**src/dio_defines.svh**
```systemverilog
`ifndef DIO_DEFINES_SVH
`define DIO_DEFINES_SVH

// Register byte offsets
`define DIO_REG_INPUT 8'h00
`define DIO_REG_OUTPUT 8'h04
`define DIO_REG_IOSTAT 8'h08
`define DIO_REG_CTRL 8'h0C
`define DIO_REG_STATUS 8'h10
`define DIO_REG_SAFE 8'h14
`define DIO_REG_OUT_DLY 8'h18
`define DIO_REG_IN_DLY 8'h1C
`define DIO_REG_RESTORE 8'h20
`define DIO_REG_FW_DATA 8'h24
`define DIO_REG_FW_COUNT 8'h28
`define DIO_REG_IRQ_STAT 8'h2C
`define DIO_REG_IRQ_MASK 8'h30
`define DIO_REG_EMCY_LO 8'h34
`define DIO_REG_EMCY_HI 8'h38

// Control bit positions
`define DIO_CTRL_DC_REQ 0
`define DIO_CTRL_RESTART 1
`define DIO_CTRL_BUS_OP 2

// Interrupt bit positions
`define DIO_IRQ_EMCY 0
`define DIO_IRQ_WDOG 1
`define DIO_IRQ_APPLY 2

// Emergency codes and contents
`define DIO_EMCY_SUPPLY_BASE 16'h3000
`define DIO_EMCY_TEMP 16'h4001
`define DIO_EMCY_CLEAR 16'h0000
`define DIO_ERRREG_SUPPLY 2
`define DIO_ERRREG_TEMP 4
`define DIO_RESTORE_KEY 32'h0000_0001

// Reset values
`define DIO_SAFE_RST 4'h0
`define DIO_DLY_RST 16'h0000

// Timing, in their own units, and the clock period
`define DIO_CLK_NS 10
`define DIO_FREE_CYCLE_NS 1000
`define DIO_WDOG_MS 100
`define DIO_BOOT_MS 50
`define DIO_BLINK_MS 200

`endif

```
**src/dio_pkg.sv**
```systemverilog
package dio_pkg;

   // Update timing of the I/O image
   typedef enum logic {
      DIO_MODE_SM,
      DIO_MODE_DC
   } dio_mode_type;

   // Emergency message, least significant byte first
   typedef struct packed {
      logic [39:0] diag;
      logic [7:0] err_reg;
      logic [15:0] code;
   } dio_emcy_type;

   // Fault supervision inputs feeding the status word
   typedef struct packed {
      logic sens_uv;
      logic sens_ovl;
      logic act_uv;
      logic act_short;
      logic out_ovl;
      logic out_short;
   } dio_iostat_type;

endpackage

```
**src/dio_top.sv**
```systemverilog
// Overview of operation
// Inputs one to eight fill bits zero-seven.
// Outputs one to four from bits zero-three.
// Status word holds six fault bits, rest reserved.
// Emergency message: code, register, five diag bytes.
// Emergency messages sent unprompted, never confirmed.
// Supply codes 3001-3005, temperature code 4001.
// Clearing sends code zero, clears register bit.
// Update on cycle tick or SYNC0.
// Free-running cycle timing is the default.
// Outputs applied fixed delay after SYNC0.
// Inputs sampled fixed delay after SYNC0.
// New timing mode taken only at restart.
// Restore request acts only at next power-up.
// Watchdog timeout drives safe output values.
// Firmware image accepted through data register.
// Ready indicator steady or flashing after boot.
// Multi-byte data carried least byte first.
// One message per fault edge, no repeats.
`include "dio_defines.svh"
`timescale 1ns/1ps
`default_nettype none

module dio_top #(
   parameter int FREE_CYC = `DIO_FREE_CYCLE_NS / `DIO_CLK_NS,
   parameter int WDOG_CYC = `DIO_WDOG_MS * 1000000 / `DIO_CLK_NS,
   parameter int BOOT_CYC = `DIO_BOOT_MS * 1000000 / `DIO_CLK_NS,
   parameter int BLINK_CYC = `DIO_BLINK_MS * 1000000 / `DIO_CLK_NS,
   parameter int N_IN = 8,
   parameter int N_OUT = 4,
   parameter int N_EMCY = 6
) (
   // Clock and reset
   input wire logic clk_i,
   input wire logic rstn_i,
   // AXI4-Lite write channels
   input wire logic [7:0] s_axi_awaddr,
   input wire logic s_axi_awvalid,
   output logic s_axi_awready,
   input wire logic [31:0] s_axi_wdata,
   input wire logic [3:0] s_axi_wstrb,
   input wire logic s_axi_wvalid,
   output logic s_axi_wready,
   output logic [1:0] s_axi_bresp,
   output logic s_axi_bvalid,
   input wire logic s_axi_bready,
   // AXI4-Lite read channels
   input wire logic [7:0] s_axi_araddr,
   input wire logic s_axi_arvalid,
   output logic s_axi_arready,
   output logic [31:0] s_axi_rdata,
   output logic [1:0] s_axi_rresp,
   output logic s_axi_rvalid,
   input wire logic s_axi_rready,
   // Field pins
   input wire logic [N_IN-1:0] digital_input_channel_i,
   output logic [N_OUT-1:0] digital_output_channel_o,
   input wire dio_pkg::dio_iostat_type iostat_i,
   input wire logic [N_EMCY-1:0] emcy_fault_i,
   input wire logic sync0_i,
   // Emergency message stream, no handshake
   output dio_pkg::dio_emcy_type emcy_msg_o,
   output logic emcy_valid_o,
   // Firmware data stream
   output logic [31:0] fw_data_o,
   output logic fw_valid_o,
   // Indicators and interrupt
   output logic led_ready_o,
   output logic restore_pending_o,
   output logic irq_o
);

   // Emergency message for source idx at fault level lvl
   function automatic dio_pkg::dio_emcy_type emcy_build(
      input logic [2:0] idx,
      input logic lvl,
      input logic [N_EMCY-1:0] flt
   );
      dio_pkg::dio_emcy_type m;
      m = '0;
      m.diag[15:8] = {5'h00, 3'(idx + 3'h1)};
      m.err_reg[`DIO_ERRREG_SUPPLY] = |flt[4:0];
      m.err_reg[`DIO_ERRREG_TEMP] = flt[5];
      if (!lvl) begin
         m.code = `DIO_EMCY_CLEAR;
      end else if (idx == 3'h5) begin
         m.code = `DIO_EMCY_TEMP;
      end else begin
         m.code = `DIO_EMCY_SUPPLY_BASE + 16'(idx + 3'h1);
      end
      return m;
   endfunction

   // Bus state
   logic aw_full, w_full, wr_go, rd_go;
   logic [7:0] aw_addr;
   logic [31:0] w_data;
   logic [3:0] w_strb;
   logic [31:0] next_rdata;
   logic next_rerr, wr_err;
   // Software registers
   logic [7:0] out_img, in_img;
   logic [2:0] ctrl;
   logic [N_OUT-1:0] safe_val;
   logic [15:0] out_dly, in_dly;
   logic [31:0] fw_count;
   logic [2:0] irq_stat, irq_mask, irq_set;
   dio_pkg::dio_emcy_type last_emcy;
   // Block state
   dio_pkg::dio_mode_type mode;
   logic [N_OUT-1:0] out_apply;
   logic safe_act, ready, blink;
   logic [31:0] free_cnt, wdog_cnt, boot_cnt, blink_cnt;
   logic free_tick;
   logic [15:0] ocnt, icnt;
   logic oarm, iarm, o_fire, i_fire;
   logic [N_EMCY-1:0] flt_q, pend;
   logic [2:0] sel;
   logic sel_ok;

   // Write and read handshake decode
   assign wr_go = aw_full && w_full && !s_axi_bvalid;
   assign rd_go = s_axi_arvalid && s_axi_arready;

   // Write address and data captured in either order
   always_ff @(posedge clk_i or negedge rstn_i) begin
      if (!rstn_i) begin
         aw_full <= 1'b0;
         w_full <= 1'b0;
         aw_addr <= 8'h00;
         w_data <= 32'h0000_0000;
         w_strb <= 4'h0;
         s_axi_awready <= 1'b1;
         s_axi_wready <= 1'b1;
      end else begin
         if (s_axi_awvalid && s_axi_awready) begin
            aw_full <= 1'b1;
            aw_addr <= s_axi_awaddr;
            s_axi_awready <= 1'b0;
         end else if (wr_go) begin
            aw_full <= 1'b0;
            s_axi_awready <= 1'b1;
         end
         if (s_axi_wvalid && s_axi_wready) begin
            w_full <= 1'b1;
            w_data <= s_axi_wdata;
            w_strb <= s_axi_wstrb;
            s_axi_wready <= 1'b0;
         end else if (wr_go) begin
            w_full <= 1'b0;
            s_axi_wready <= 1'b1;
         end
      end
   end

   // Unmapped or read-only write addresses
   always_comb begin
      case (aw_addr)
         `DIO_REG_OUTPUT, `DIO_REG_CTRL, `DIO_REG_SAFE,
         `DIO_REG_OUT_DLY, `DIO_REG_IN_DLY, `DIO_REG_RESTORE,
         `DIO_REG_FW_DATA, `DIO_REG_IRQ_STAT,
         `DIO_REG_IRQ_MASK: wr_err = 1'b0;
         default: wr_err = 1'b1;
      endcase
   end

   // Write response
   always_ff @(posedge clk_i or negedge rstn_i) begin
      if (!rstn_i) begin
         s_axi_bvalid <= 1'b0;
         s_axi_bresp <= 2'b00;
      end else if (wr_go) begin
         s_axi_bvalid <= 1'b1;
         s_axi_bresp <= wr_err ? 2'b10 : 2'b00;
      end else if (s_axi_bready) begin
         s_axi_bvalid <= 1'b0;
      end
   end

   // Software writes; full words are little-endian, byte 0 at lane 0
   always_ff @(posedge clk_i or negedge rstn_i) begin
      if (!rstn_i) begin
         out_img <= 8'h00;
         ctrl <= 3'h0;
         safe_val <= `DIO_SAFE_RST;
         out_dly <= `DIO_DLY_RST;
         in_dly <= `DIO_DLY_RST;
         irq_mask <= 3'h0;
         restore_pending_o <= 1'b0;
      end else begin
         ctrl[`DIO_CTRL_RESTART] <= 1'b0;
         if (wr_go && w_strb[0]) begin
            case (aw_addr)
               `DIO_REG_OUTPUT: out_img <= w_data[7:0];
               `DIO_REG_CTRL: ctrl <= w_data[2:0];
               `DIO_REG_SAFE: safe_val <= w_data[N_OUT-1:0];
               `DIO_REG_IRQ_MASK: irq_mask <= w_data[2:0];
               default: ;
            endcase
         end
         if (wr_go && aw_addr == `DIO_REG_OUT_DLY) begin
            out_dly <= w_data[15:0];
         end
         if (wr_go && aw_addr == `DIO_REG_IN_DLY) begin
            in_dly <= w_data[15:0];
         end
         // Held until power cycles; settings stay live meanwhile
         if (wr_go && aw_addr == `DIO_REG_RESTORE &&
             w_data == `DIO_RESTORE_KEY) begin
            restore_pending_o <= 1'b1;
         end
      end
   end

   // Timing mode switches only on a restart strobe
   always_ff @(posedge clk_i or negedge rstn_i) begin
      if (!rstn_i) begin
         mode <= dio_pkg::DIO_MODE_SM;
      end else if (ctrl[`DIO_CTRL_RESTART]) begin
         mode <= ctrl[`DIO_CTRL_DC_REQ] ? dio_pkg::DIO_MODE_DC
                                        : dio_pkg::DIO_MODE_SM;
      end
   end

   // Free-running cycle divider
   always_ff @(posedge clk_i or negedge rstn_i) begin
      if (!rstn_i) begin
         free_cnt <= 32'h0000_0000;
         free_tick <= 1'b0;
      end else if (free_cnt >= 32'(FREE_CYC - 1)) begin
         free_cnt <= 32'h0000_0000;
         free_tick <= 1'b1;
      end else begin
         free_cnt <= free_cnt + 32'h0000_0001;
         free_tick <= 1'b0;
      end
   end

   // Output and input delay timers after SYNC0
   always_ff @(posedge clk_i or negedge rstn_i) begin
      if (!rstn_i) begin
         ocnt <= 16'h0000;
         icnt <= 16'h0000;
         oarm <= 1'b0;
         iarm <= 1'b0;
      end else if (mode == dio_pkg::DIO_MODE_DC && sync0_i) begin
         ocnt <= out_dly;
         icnt <= in_dly;
         oarm <= 1'b1;
         iarm <= 1'b1;
      end else begin
         if (oarm) begin
            ocnt <= ocnt - 16'h0001;
         end
         if (oarm && ocnt == 16'h0000) begin
            oarm <= 1'b0;
         end
         if (iarm) begin
            icnt <= icnt - 16'h0001;
         end
         if (iarm && icnt == 16'h0000) begin
            iarm <= 1'b0;
         end
      end
   end

   // Update strobes for the selected timing
   always_comb begin
      if (mode == dio_pkg::DIO_MODE_DC) begin
         o_fire = oarm && ocnt == 16'h0000;
         i_fire = iarm && icnt == 16'h0000;
      end else begin
         o_fire = free_tick;
         i_fire = free_tick;
      end
   end

   // Input image and applied output image
   always_ff @(posedge clk_i or negedge rstn_i) begin
      if (!rstn_i) begin
         in_img <= 8'h00;
         out_apply <= '0;
      end else begin
         if (i_fire) begin
            in_img <= 8'(digital_input_channel_i);
         end
         if (o_fire) begin
            out_apply <= out_img[N_OUT-1:0];
         end
      end
   end

   // Communication watchdog, kicked by output image writes
   always_ff @(posedge clk_i or negedge rstn_i) begin
      if (!rstn_i) begin
         wdog_cnt <= 32'h0000_0000;
         safe_act <= 1'b0;
      end else if (wr_go && aw_addr == `DIO_REG_OUTPUT) begin
         wdog_cnt <= 32'h0000_0000;
         safe_act <= 1'b0;
      end else if (ctrl[`DIO_CTRL_BUS_OP] && !safe_act) begin
         if (wdog_cnt >= 32'(WDOG_CYC - 1)) begin
            safe_act <= 1'b1;
         end else begin
            wdog_cnt <= wdog_cnt + 32'h0000_0001;
         end
      end
   end

   // Output pins, safe values win over process data
   always_ff @(posedge clk_i or negedge rstn_i) begin
      if (!rstn_i) begin
         digital_output_channel_o <= '0;
      end else begin
         digital_output_channel_o <= safe_act ? safe_val : out_apply;
      end
   end

   // Lowest pending emergency source
   always_comb begin
      sel = 3'h0;
      sel_ok = 1'b0;
      for (int k = N_EMCY - 1; k >= 0; k--) begin
         if (pend[k]) begin
            sel = 3'(k);
            sel_ok = 1'b1;
         end
      end
   end

   // Edge detection and pending messages per fault source
   for (genvar g = 0; g < N_EMCY; g++) begin : g_emcy
      always_ff @(posedge clk_i or negedge rstn_i) begin
         if (!rstn_i) begin
            flt_q[g] <= 1'b0;
            pend[g] <= 1'b0;
         end else begin
            flt_q[g] <= emcy_fault_i[g];
            if (flt_q[g] != emcy_fault_i[g]) begin
               pend[g] <= 1'b1;
            end else if (sel_ok && sel == 3'(g)) begin
               pend[g] <= 1'b0;
            end
         end
      end
   end

   // Message emission, one per cycle, no acknowledge awaited
   always_ff @(posedge clk_i or negedge rstn_i) begin
      if (!rstn_i) begin
         emcy_msg_o <= '0;
         emcy_valid_o <= 1'b0;
         last_emcy <= '0;
      end else begin
         emcy_valid_o <= sel_ok;
         if (sel_ok) begin
            emcy_msg_o <= emcy_build(sel, flt_q[sel], flt_q);
            last_emcy <= emcy_build(sel, flt_q[sel], flt_q);
         end
      end
   end

   // Firmware data words forwarded as written
   always_ff @(posedge clk_i or negedge rstn_i) begin
      if (!rstn_i) begin
         fw_data_o <= 32'h0000_0000;
         fw_valid_o <= 1'b0;
         fw_count <= 32'h0000_0000;
      end else begin
         fw_valid_o <= wr_go && aw_addr == `DIO_REG_FW_DATA;
         if (wr_go && aw_addr == `DIO_REG_FW_DATA) begin
            fw_data_o <= w_data;
            fw_count <= fw_count + 32'h0000_0001;
         end
      end
   end

   // Boot timer and ready indicator blink
   always_ff @(posedge clk_i or negedge rstn_i) begin
      if (!rstn_i) begin
         boot_cnt <= 32'h0000_0000;
         ready <= 1'b0;
         blink_cnt <= 32'h0000_0000;
         blink <= 1'b0;
         led_ready_o <= 1'b0;
      end else begin
         if (!ready) begin
            boot_cnt <= boot_cnt + 32'h0000_0001;
            ready <= boot_cnt >= 32'(BOOT_CYC - 1);
         end
         if (blink_cnt >= 32'(BLINK_CYC - 1)) begin
            blink_cnt <= 32'h0000_0000;
            blink <= !blink;
         end else begin
            blink_cnt <= blink_cnt + 32'h0000_0001;
         end
         led_ready_o <= ready &&
                        (ctrl[`DIO_CTRL_BUS_OP] || blink);
      end
   end

   // Interrupt events; a set wins over a clear
   assign irq_set = {o_fire && mode == dio_pkg::DIO_MODE_DC,
                     wdog_cnt >= 32'(WDOG_CYC - 1) && !safe_act &&
                     ctrl[`DIO_CTRL_BUS_OP], sel_ok};
   always_ff @(posedge clk_i or negedge rstn_i) begin
      if (!rstn_i) begin
         irq_stat <= 3'h0;
         irq_o <= 1'b0;
      end else begin
         if (wr_go && aw_addr == `DIO_REG_IRQ_STAT) begin
            irq_stat <= (irq_stat & ~w_data[2:0]) | irq_set;
         end else begin
            irq_stat <= irq_stat | irq_set;
         end
         irq_o <= |(irq_stat & irq_mask);
      end
   end

   // Read data selection
   always_comb begin
      next_rdata = 32'h0000_0000;
      next_rerr = 1'b0;
      case (s_axi_araddr)
         `DIO_REG_INPUT: next_rdata = {24'h00_0000, in_img};
         `DIO_REG_OUTPUT: next_rdata = {24'h00_0000, out_img};
         `DIO_REG_IOSTAT: next_rdata = 32'(iostat_i);
         `DIO_REG_CTRL: next_rdata = {29'h0000_0000, ctrl};
         `DIO_REG_STATUS: next_rdata = {16'h0000, last_emcy.err_reg,
            4'h0, restore_pending_o, ready, safe_act, mode};
         `DIO_REG_SAFE: next_rdata = 32'(safe_val);
         `DIO_REG_OUT_DLY: next_rdata = {16'h0000, out_dly};
         `DIO_REG_IN_DLY: next_rdata = {16'h0000, in_dly};
         `DIO_REG_RESTORE: next_rdata = 32'(restore_pending_o);
         `DIO_REG_FW_COUNT: next_rdata = fw_count;
         `DIO_REG_IRQ_STAT: next_rdata = {29'h0000_0000, irq_stat};
         `DIO_REG_IRQ_MASK: next_rdata = {29'h0000_0000, irq_mask};
         `DIO_REG_EMCY_LO: next_rdata = last_emcy[31:0];
         `DIO_REG_EMCY_HI: next_rdata = last_emcy[63:32];
         default: next_rerr = 1'b1;
      endcase
   end

   // Read channel
   always_ff @(posedge clk_i or negedge rstn_i) begin
      if (!rstn_i) begin
         s_axi_arready <= 1'b1;
         s_axi_rvalid <= 1'b0;
         s_axi_rdata <= 32'h0000_0000;
         s_axi_rresp <= 2'b00;
      end else if (rd_go) begin
         s_axi_arready <= 1'b0;
         s_axi_rvalid <= 1'b1;
         s_axi_rdata <= next_rdata;
         s_axi_rresp <= next_rerr ? 2'b10 : 2'b00;
      end else if (s_axi_rvalid && s_axi_rready) begin
         s_axi_rvalid <= 1'b0;
         s_axi_arready <= 1'b1;
      end
   end

endmodule

`default_nettype wire

```
**config.mk**
```make
export PLATFORM = sky130hd
export DESIGN_NAME = dio_top
export DESIGN_NICKNAME = d
export VERILOG_FILES = /design/src/dio_pkg.sv /design/src/dio_top.sv
export VERILOG_INCLUDE_DIRS = /design/src
export SDC_FILE = /design/constraint.sdc
export NUM_CORES = 1
export LEC_CHECK = 0
export ABC_AREA = 0
export BUFFER_PORTS_ARGS = -buffer_cell sky130_fd_sc_hd__buf_2
export CORE_MARGIN = 2
export CORE_UTILIZATION = 41
export DETAILED_ROUTE_END_ITERATION = 12
export PLACE_DENSITY_LB_ADDON = 0.05
export SETUP_SLACK_MARGIN = 0.15
export SLEW_MARGIN = 20
export SYNTH_ARGS = -nofsm -noshare
export SYNTH_HDL_FRONTEND = slang
export SYNTH_SLANG_ARGS = --single-unit
```
**constraint.sdc**
```tcl
create_clock -name clk_i -period 2.32 [get_ports clk_i]
set_input_delay 0.116 -clock clk_i [delete_from_list [all_inputs] [get_ports clk_i]]
set_output_delay 0.116 -clock clk_i [all_outputs]
set_load 0.02 [all_outputs]
```
==> results.sh, run 1 <==
export IMPL_status="finished, final reports clean"
export IMPL_total_leakage_power_nw=10.58
export IMPL_worstPathMaxFanout=3
export IMPL_worst_ep_arrival_time_ns=2.70
export IMPL_slew_violations=0
export IMPL_drt_first_pass_iters=5
export IMPL_dpl_hpwl_um=34090
export IMPL_crit_reg2reg_launch="icnt[8]"
export IMPL_grt_total_usage_pct=20.80
export IMPL_p_clk_share_pct=42.3
export IMPL_critical_path_top_delay_family="simple AND/OR/NAND/NOR gates"
export IMPL_cts_root_to_sink_buffers=3
export IMPL_critical_path_depth=5
export IMPL_place_gp_congestion=0.8307
export IMPL_placeableCoreArea_um2=44320
export IMPL_asyncSetResetFlopFracSynth_pct=100.0
export IMPL_clock_sinks=410
export IMPL_syn_area_um2=18430
export IMPL_worst_setup_path_type="reg -> reg"
export IMPL_number_of_setup_violations_in_the_final_report=0
export IMPL_avgSynthCellArea_um2=10.97
export IMPL_floorplan_io_pins=226
export IMPL_crit_start="icnt[8]"
export IMPL_setup_repair_after_global_routing_missed_its_margin="true"
export IMPL_cts_tree="done"
export IMPL_dieWidth_um=216.0
export IMPL_path_clk_slew_ns=0.06
export IMPL_number_of_enable_type_register_cells_in_the_synthesized_netlist=0
export IMPL_timing_final_hold_violations=0
export IMPL_cellInternalPower_mw=14.37
export IMPL_crit_chain="or3_4, or4_4, or3_4, o31a_1, o31a_1"
export IMPL_power_density_nw_per_um2=858.1
export IMPL_wire_per_inst_um=18.30
export IMPL_multi_input_comb_area_um2=7860
export IMPL_area_growth_pct=24.42
export IMPL_peakVddDrop_v=0.0006619
export IMPL_critical_path_startpoint_type="flip-flop"
export IMPL_drt_wl_total_um=48220
export IMPL_h_tree_lvl_count=2
export IMPL_finalClockSkew_ns=0.02216
export IMPL_hold_depth=5
export IMPL_worst_path_max_delay_cell="sky130_fd_sc_hd__or4_4"
export IMPL_regArea_um2=10260
export IMPL_yosysSeqAreaShare_pct=55.68
export IMPL_period_share_pct=96.24
export IMPL_clkLatencyLatePin_ns=0.59
export IMPL_drt_first_iter_violations=779
export IMPL_critical_path_buf_inv_count=0
export IMPL_filler_cell_count=4076
export IMPL_post_route_cells_drive_above_1_share_pct=23.62
export IMPL_yosys_most_used_dff="sky130_fd_sc_hd__dfrtp_1"
export IMPL_via_count_of_the_first_global_routing_pass=13460
export IMPL_std_cell_rows=77
export IMPL_timing_setup_tns_ns=0
export IMPL_max_cap_violations=0
export IMPL_clk_root_buffer_cell="sky130_fd_sc_hd__clkbuf_16"
export IMPL_grt_pass1_wl_um=76670
export IMPL_finalNetCount=2096
export IMPL_cp_end_kind="flip-flop"
export IMPL_drc=0
export IMPL_period_minus_slack_ns=2.233
export IMPL_vias_per_cell=5.143
export IMPL_grt_max_degree=73
export IMPL_power_frac_comb_pct=12.7
export IMPL_worst_slew_margin_rel_pct=26.24
export IMPL_via_count=13550
export IMPL_yosys_register_bits=410
export IMPL_initial_antenna_violation_count=6
export IMPL_max_stage_delay_ns=0.52
export IMPL_hold_path_startpoint="iostat_i[1]"
export IMPL_netSwitchingPower_mw=5.309
export IMPL_synth_warnings=0
export IMPL_initial_cell_density_of_the_core_pct=41.59
export IMPL_worst_slew_pin_transition_ns=1.096
export IMPL_timing_reg2reg_worst_path_depth=5
export IMPL_synth_distinct_cells=71
export IMPL_cp_required_ns=2.78
export IMPL_fp_dieArea_um2=46670
export IMPL_min_path_type="in -> reg"
export IMPL_syn_inst=1681
export IMPL_max_freq_mhz=447.9
export IMPL_port_buffers=168
export IMPL_p_sw_share_pct=26.98
export IMPL_post_route_util_pct=51.75
export IMPL_fp_dieH_um=216.0
export IMPL_power_frac_seq_pct=45.0
export IMPL_tritoncts_num_buffers=47
export IMPL_globalRouteOverflowTotal=0
export IMPL_post_detailed_route_count_of_antenna_violating_nets=0
## power by group through the flow
stage	logic [mW]	registers (mW)	clock network, mW
6_report	2.49	8.85	8.33
5_1_grt	2.74	8.97	8.86
4_1_cts	2.49	8.85	8.54
3_5_place_dp	2.40	8.97	0
3_3_place_gp	2.37	8.95	0
2_1_floorplan	1.41	8.78	0
## through the flow
stage          total power [mW]  area, µm²  setup WS, ns  hold slack (ns)  instances
2_1_floorplan             10.19      18780       0.03628          -0.1796       1766
3_3_place_gp              11.32      20410       0.02188           0.1556       2477
3_5_place_dp              11.37      20410       0.01085           0.1569       2477
4_1_cts                   19.89      22820       0.09756          0.01482       2627
5_1_grt                   20.57      22930       0.02952          0.08223       2634
6_report                  19.68      22930       0.08721          0.03079       2635
## flip-flops by register name, summed over array words and instances, names as in the netlist, 6 cells and up
register,cells
aw_addr,8
blink_cnt,32
boot_cnt,32
flt_q,6
free_cnt,32
fw_count,32
fw_data_o,32
icnt,16
in_dly,16
in_img,8
last_emcy,11
ocnt,16
out_dly,16
out_img,8
pend,6
s_axi_rdata,32
w_data,32
wdog_cnt,32
## placed cells by master (no fill, tap or decap), types with 53 or more instances in the layout
cell type	count
sky130_fd_sc_hd__buf_4	67
sky130_fd_sc_hd__nand2_1	246
sky130_fd_sc_hd__dfrtp_1	407
sky130_fd_sc_hd__nand3_1	53
sky130_fd_sc_hd__buf_2	168
sky130_fd_sc_hd__nor2_1	82
sky130_fd_sc_hd__mux2_2	118
sky130_fd_sc_hd__dlygate4sd3_1	61
sky130_fd_sc_hd__o21ai_0	69
sky130_fd_sc_hd__xnor2_1	89
sky130_fd_sc_hd__conb_1	86
## Yosys cell counts, drive strengths merged, types with 23 or more instances
master  number  share of area, %
xnor2       89               4.2
dfrtp      407                55
nor2        84               1.7
buf         64               2.5
nand2      246               5.0
and3        41               1.4
o21ai       69               1.9
inv         23              0.47
nand4       32               1.1
a21oi       28              0.76
nand3       54               1.5
nor4        45               1.6
nor3        24              0.65
mux2       118               7.2
clkbuf      61               1.2
xor2        36               1.7
## cells by family after synthesis
kind of cell / Yosys count / synth area share (%)
muxes: 133 / 8.159
AOI/OAI and AO/OA: 212 / 7.745
and+or+nand+nor: 637 / 17.32
other: 1 / 0.02034
DFF: 410 / 55.68
adders and majority gates: 14 / 0.9503
buffers and inverters: 149 / 4.181
xor gates and xnor gates: 125 / 5.939
## worst reg2reg max path: cells and delay by family (launching register included)
| kind | cells | cell delay [ns] |
|---|---|---|
| AO/OA/AOI/OAI | 2 | 0.47 |
| flip-flops | 1 | 0.38 |
| AND/OR/NAND/NOR | 3 | 1.27 |
## area by class of cell
cell class                      count  area share [%]
Antenna cell                        2         0.02182
Clock buffer                       67           6.029
Clock inverter                     21           1.653
Inverter                           24          0.3928
Multi-Input combinational cell   1209           34.27
Sequential cell                   410           44.75
Tap cell                          592           3.230
Timing Repair Buffer              310           9.646
## what timing repair did
item,4_1_cts,5_1_grt
resized for setup,5,17
endpoints found under the hold margin,192,0
setup endpoints to repair,19,51
hold buffers,61,0
setup buffers,1,3
gates cloned,0,3
pin swaps,1,3
## final timing paths
| kind | to | slack (ns) |
|---|---|---|
| max reg2reg | icnt[15] | 0.09 |
| min | s_axi_rdata[1] | 0.03 |
| min reg2reg | blink_cnt[0] | 0.46 |
| max | icnt[15] | 0.09 |
| min in group asynchronous | boot_cnt[10] | 0.12 |
| max in group asynchronous | s_axi_awready | 1.40 |
## routing by layer
metal	wire, µm	track usage (%)	part of all wire, %	vias to the layer above
met5	40	0	0.083	-
li1	-	-	-	6452
met2	22050	32.47	46	303
met3	2665	4.693	5.5	79
met4	991	5.091	2.1	6
met1	22480	29.51	47	6713
No activity file was read; power rests on OpenSTA's default activity.
==> run 2, diff against run 1 <==
Settings changed: BUFFER_PORTS_ARGS -buffer_cell sky130_fd_sc_hd__buf_2 to -buffer_cell sky130_fd_sc_hd__buf_4.
==> run 2 against run 1 <==
Hold slack gained 0.024 ns. Core utilization increased by 0.29 points. Via count fell by 1.4%. Setup slack improved by 0.0017 ns. Clock power decreased by 12%. Routed wire length shrank 1.3%. Sequential cell count is the same. Critical path depth unchanged.
==> results.sh, run 2 (synthesis results as in run 1) <==
export IMPL_final_common_cell="sky130_fd_sc_hd__dfrtp_1"
export IMPL_number_of_setup_violations_in_the_final_report=0
export IMPL_port_buffers=168
export IMPL_dpl_cell_area_um2=20760
export IMPL_placed_cells=2471
export IMPL_slew_violations=0
export IMPL_min_path_type="in -> reg"
export IMPL_timing_final_hold_violations=0
export IMPL_vias_per_cell=5.089
export IMPL_timing_setup_tns_ns=0
export IMPL_period_share_pct=96.17
export IMPL_final_critical_path_setup_slack_ns=0.08894
export IMPL_initial_antenna_violation_count=2
export IMPL_tritoncts_num_buffers=46
export IMPL_grt_pass1_wl_um=75730
export IMPL_most_common_layout_cells="sky130_fd_sc_hd__dfrtp_1 (407), sky130_fd_sc_hd__nand2_1 (246), sky130_fd_sc_hd__buf_4 (233), sky130_fd_sc_hd__mux2_2 (118), sky130_fd_sc_hd__xnor2_1 (89)"
export IMPL_post_route_util_pct=52.04
export IMPL_path_clk_slew_ns=0.06
export IMPL_worst_setup_path_type="reg -> reg"
export IMPL_hold_slack_ns=0.05456
export IMPL_clock_sinks=410
export IMPL_cts_root_to_sink_buffers=3
export IMPL_floorplan_io_pins=226
export IMPL_drt_wl_total_um=47600
export IMPL_via_count_of_the_first_global_routing_pass=13160
export IMPL_std_cell_rows=77
export IMPL_post_detailed_route_count_of_antenna_violating_nets=0
export IMPL_power_density_nw_per_um2=815.7
export IMPL_busiest_layer="met2"
export IMPL_drt_first_iter_violations=884
export IMPL_cp_required_ns=2.78
export IMPL_fp_dieArea_um2=46670
export IMPL_status="finished, final reports clean"
export IMPL_stdcell_area_um2=23060
export IMPL_initial_cell_density_of_the_core_pct=41.59
export IMPL_stdcell_count=2626
export IMPL_fp_dieH_um=216.0
export IMPL_setup_repair_after_global_routing_missed_its_margin="true"
export IMPL_drt_first_pass_iters=5
export IMPL_worst_slew_margin_rel_pct=50.20
export IMPL_grt_max_degree=70
export IMPL_grt_total_usage_pct=20.58
export IMPL_finalNetCount=2090
export IMPL_placeableCoreArea_um2=44320
export IMPL_finalClockSkew_ns=0.02203
export IMPL_h_tree_lvl_count=2
export IMPL_dieWidth_um=216.0
export IMPL_via_count=13360
export IMPL_groute_layer_met2_usage_pct=31.88
export IMPL_worst_ep_arrival_time_ns=2.69
export IMPL_setup_slack_placement_ns=0.02758
export IMPL_drc=0
export IMPL_worstPathMaxFanout=3
export IMPL_wire_per_inst_um=18.12
export IMPL_total_power_mw=18.81
export IMPL_clk_root_buffer_cell="sky130_fd_sc_hd__clkbuf_16"
export IMPL_max_cap_violations=0
export IMPL_post_route_cells_drive_above_1_share_pct=23.32
export IMPL_worst_slew_pin_transition_ns=0.7470
export IMPL_max_freq_mhz=448.2
export IMPL_global_route_usage_met3_pct=4.468
export IMPL_peakVddDrop_v=0.0006520
export IMPL_dpl_hpwl_um=33590
export IMPL_period_minus_slack_ns=2.231
export IMPL_cts_tree="done"
export IMPL_total_leakage_power_nw=10.52
export IMPL_clkLatencyLatePin_ns=0.59
export IMPL_globalRouteOverflowTotal=0
export IMPL_area_growth_pct=25.12
export IMPL_critical_path_startpoint_type="flip-flop"
export IMPL_cp_end_kind="flip-flop"
export IMPL_place_gp_congestion=0.8152
export IMPL_use_met1_pct=29.19
## run 2: cell type report
cell class                 instances  area (µm²)
multi-input combinational       1207        7841
clock buffer                      66        1346
sequential                       410       10260
tap                              592       740.7
inverter                          24       93.84
antenna                            1       2.502
clock inverter                    19       186.4
fill                            4022       21250
timing repair buffer             307        2589
## run 2: critical path, cell delays in order, from the launching register on
cell	delay (ns)
sky130_fd_sc_hd__dfrtp_1	0.37
sky130_fd_sc_hd__or3_4	0.39
sky130_fd_sc_hd__or4_4	0.53
sky130_fd_sc_hd__or3_4	0.35
sky130_fd_sc_hd__o31a_1	0.24
sky130_fd_sc_hd__o31a_1	0.24
## run 2: path summary, 6_finish.rpt
kind,start,to,slack (ns),depth (start not counted)
hold / removal,iostat_i[1],s_axi_rdata[1],0.05,5
hold reg to reg,free_cnt[0],free_cnt[0],0.46,1
max in group asynchronous,rstn_i,s_axi_awready,1.42,3
setup / recovery,icnt[8],icnt[15],0.09,5
min in group asynchronous,rstn_i,boot_cnt[26],0.09,2
setup reg to reg,icnt[8],icnt[15],0.09,5
## run 2: routing by layer
layer | routed length, µm | part of all wire [%]
met5 | 13 | 0.027
met4 | 1010 | 2.1
met3 | 2626 | 5.5
met2 | 21890 | 46
met1 | 22060 | 46
## run 2: what timing repair did
item,4_1_cts,5_1_grt
pin swaps,1,2
hold buffers,61,0
gates resized for setup,7,13
cloned,0,1
endpoints found under the hold margin,472,0
setup buffers,1,6
endpoints found under the setup margin,27,76
## run 2: power breakdown
part           total [mW]  internal (mW)  switching, mW
logic                2.57           1.26           1.31
clock network        7.35           4.29           3.07
registers            8.89           7.95          0.940
total                18.8           13.5           5.32
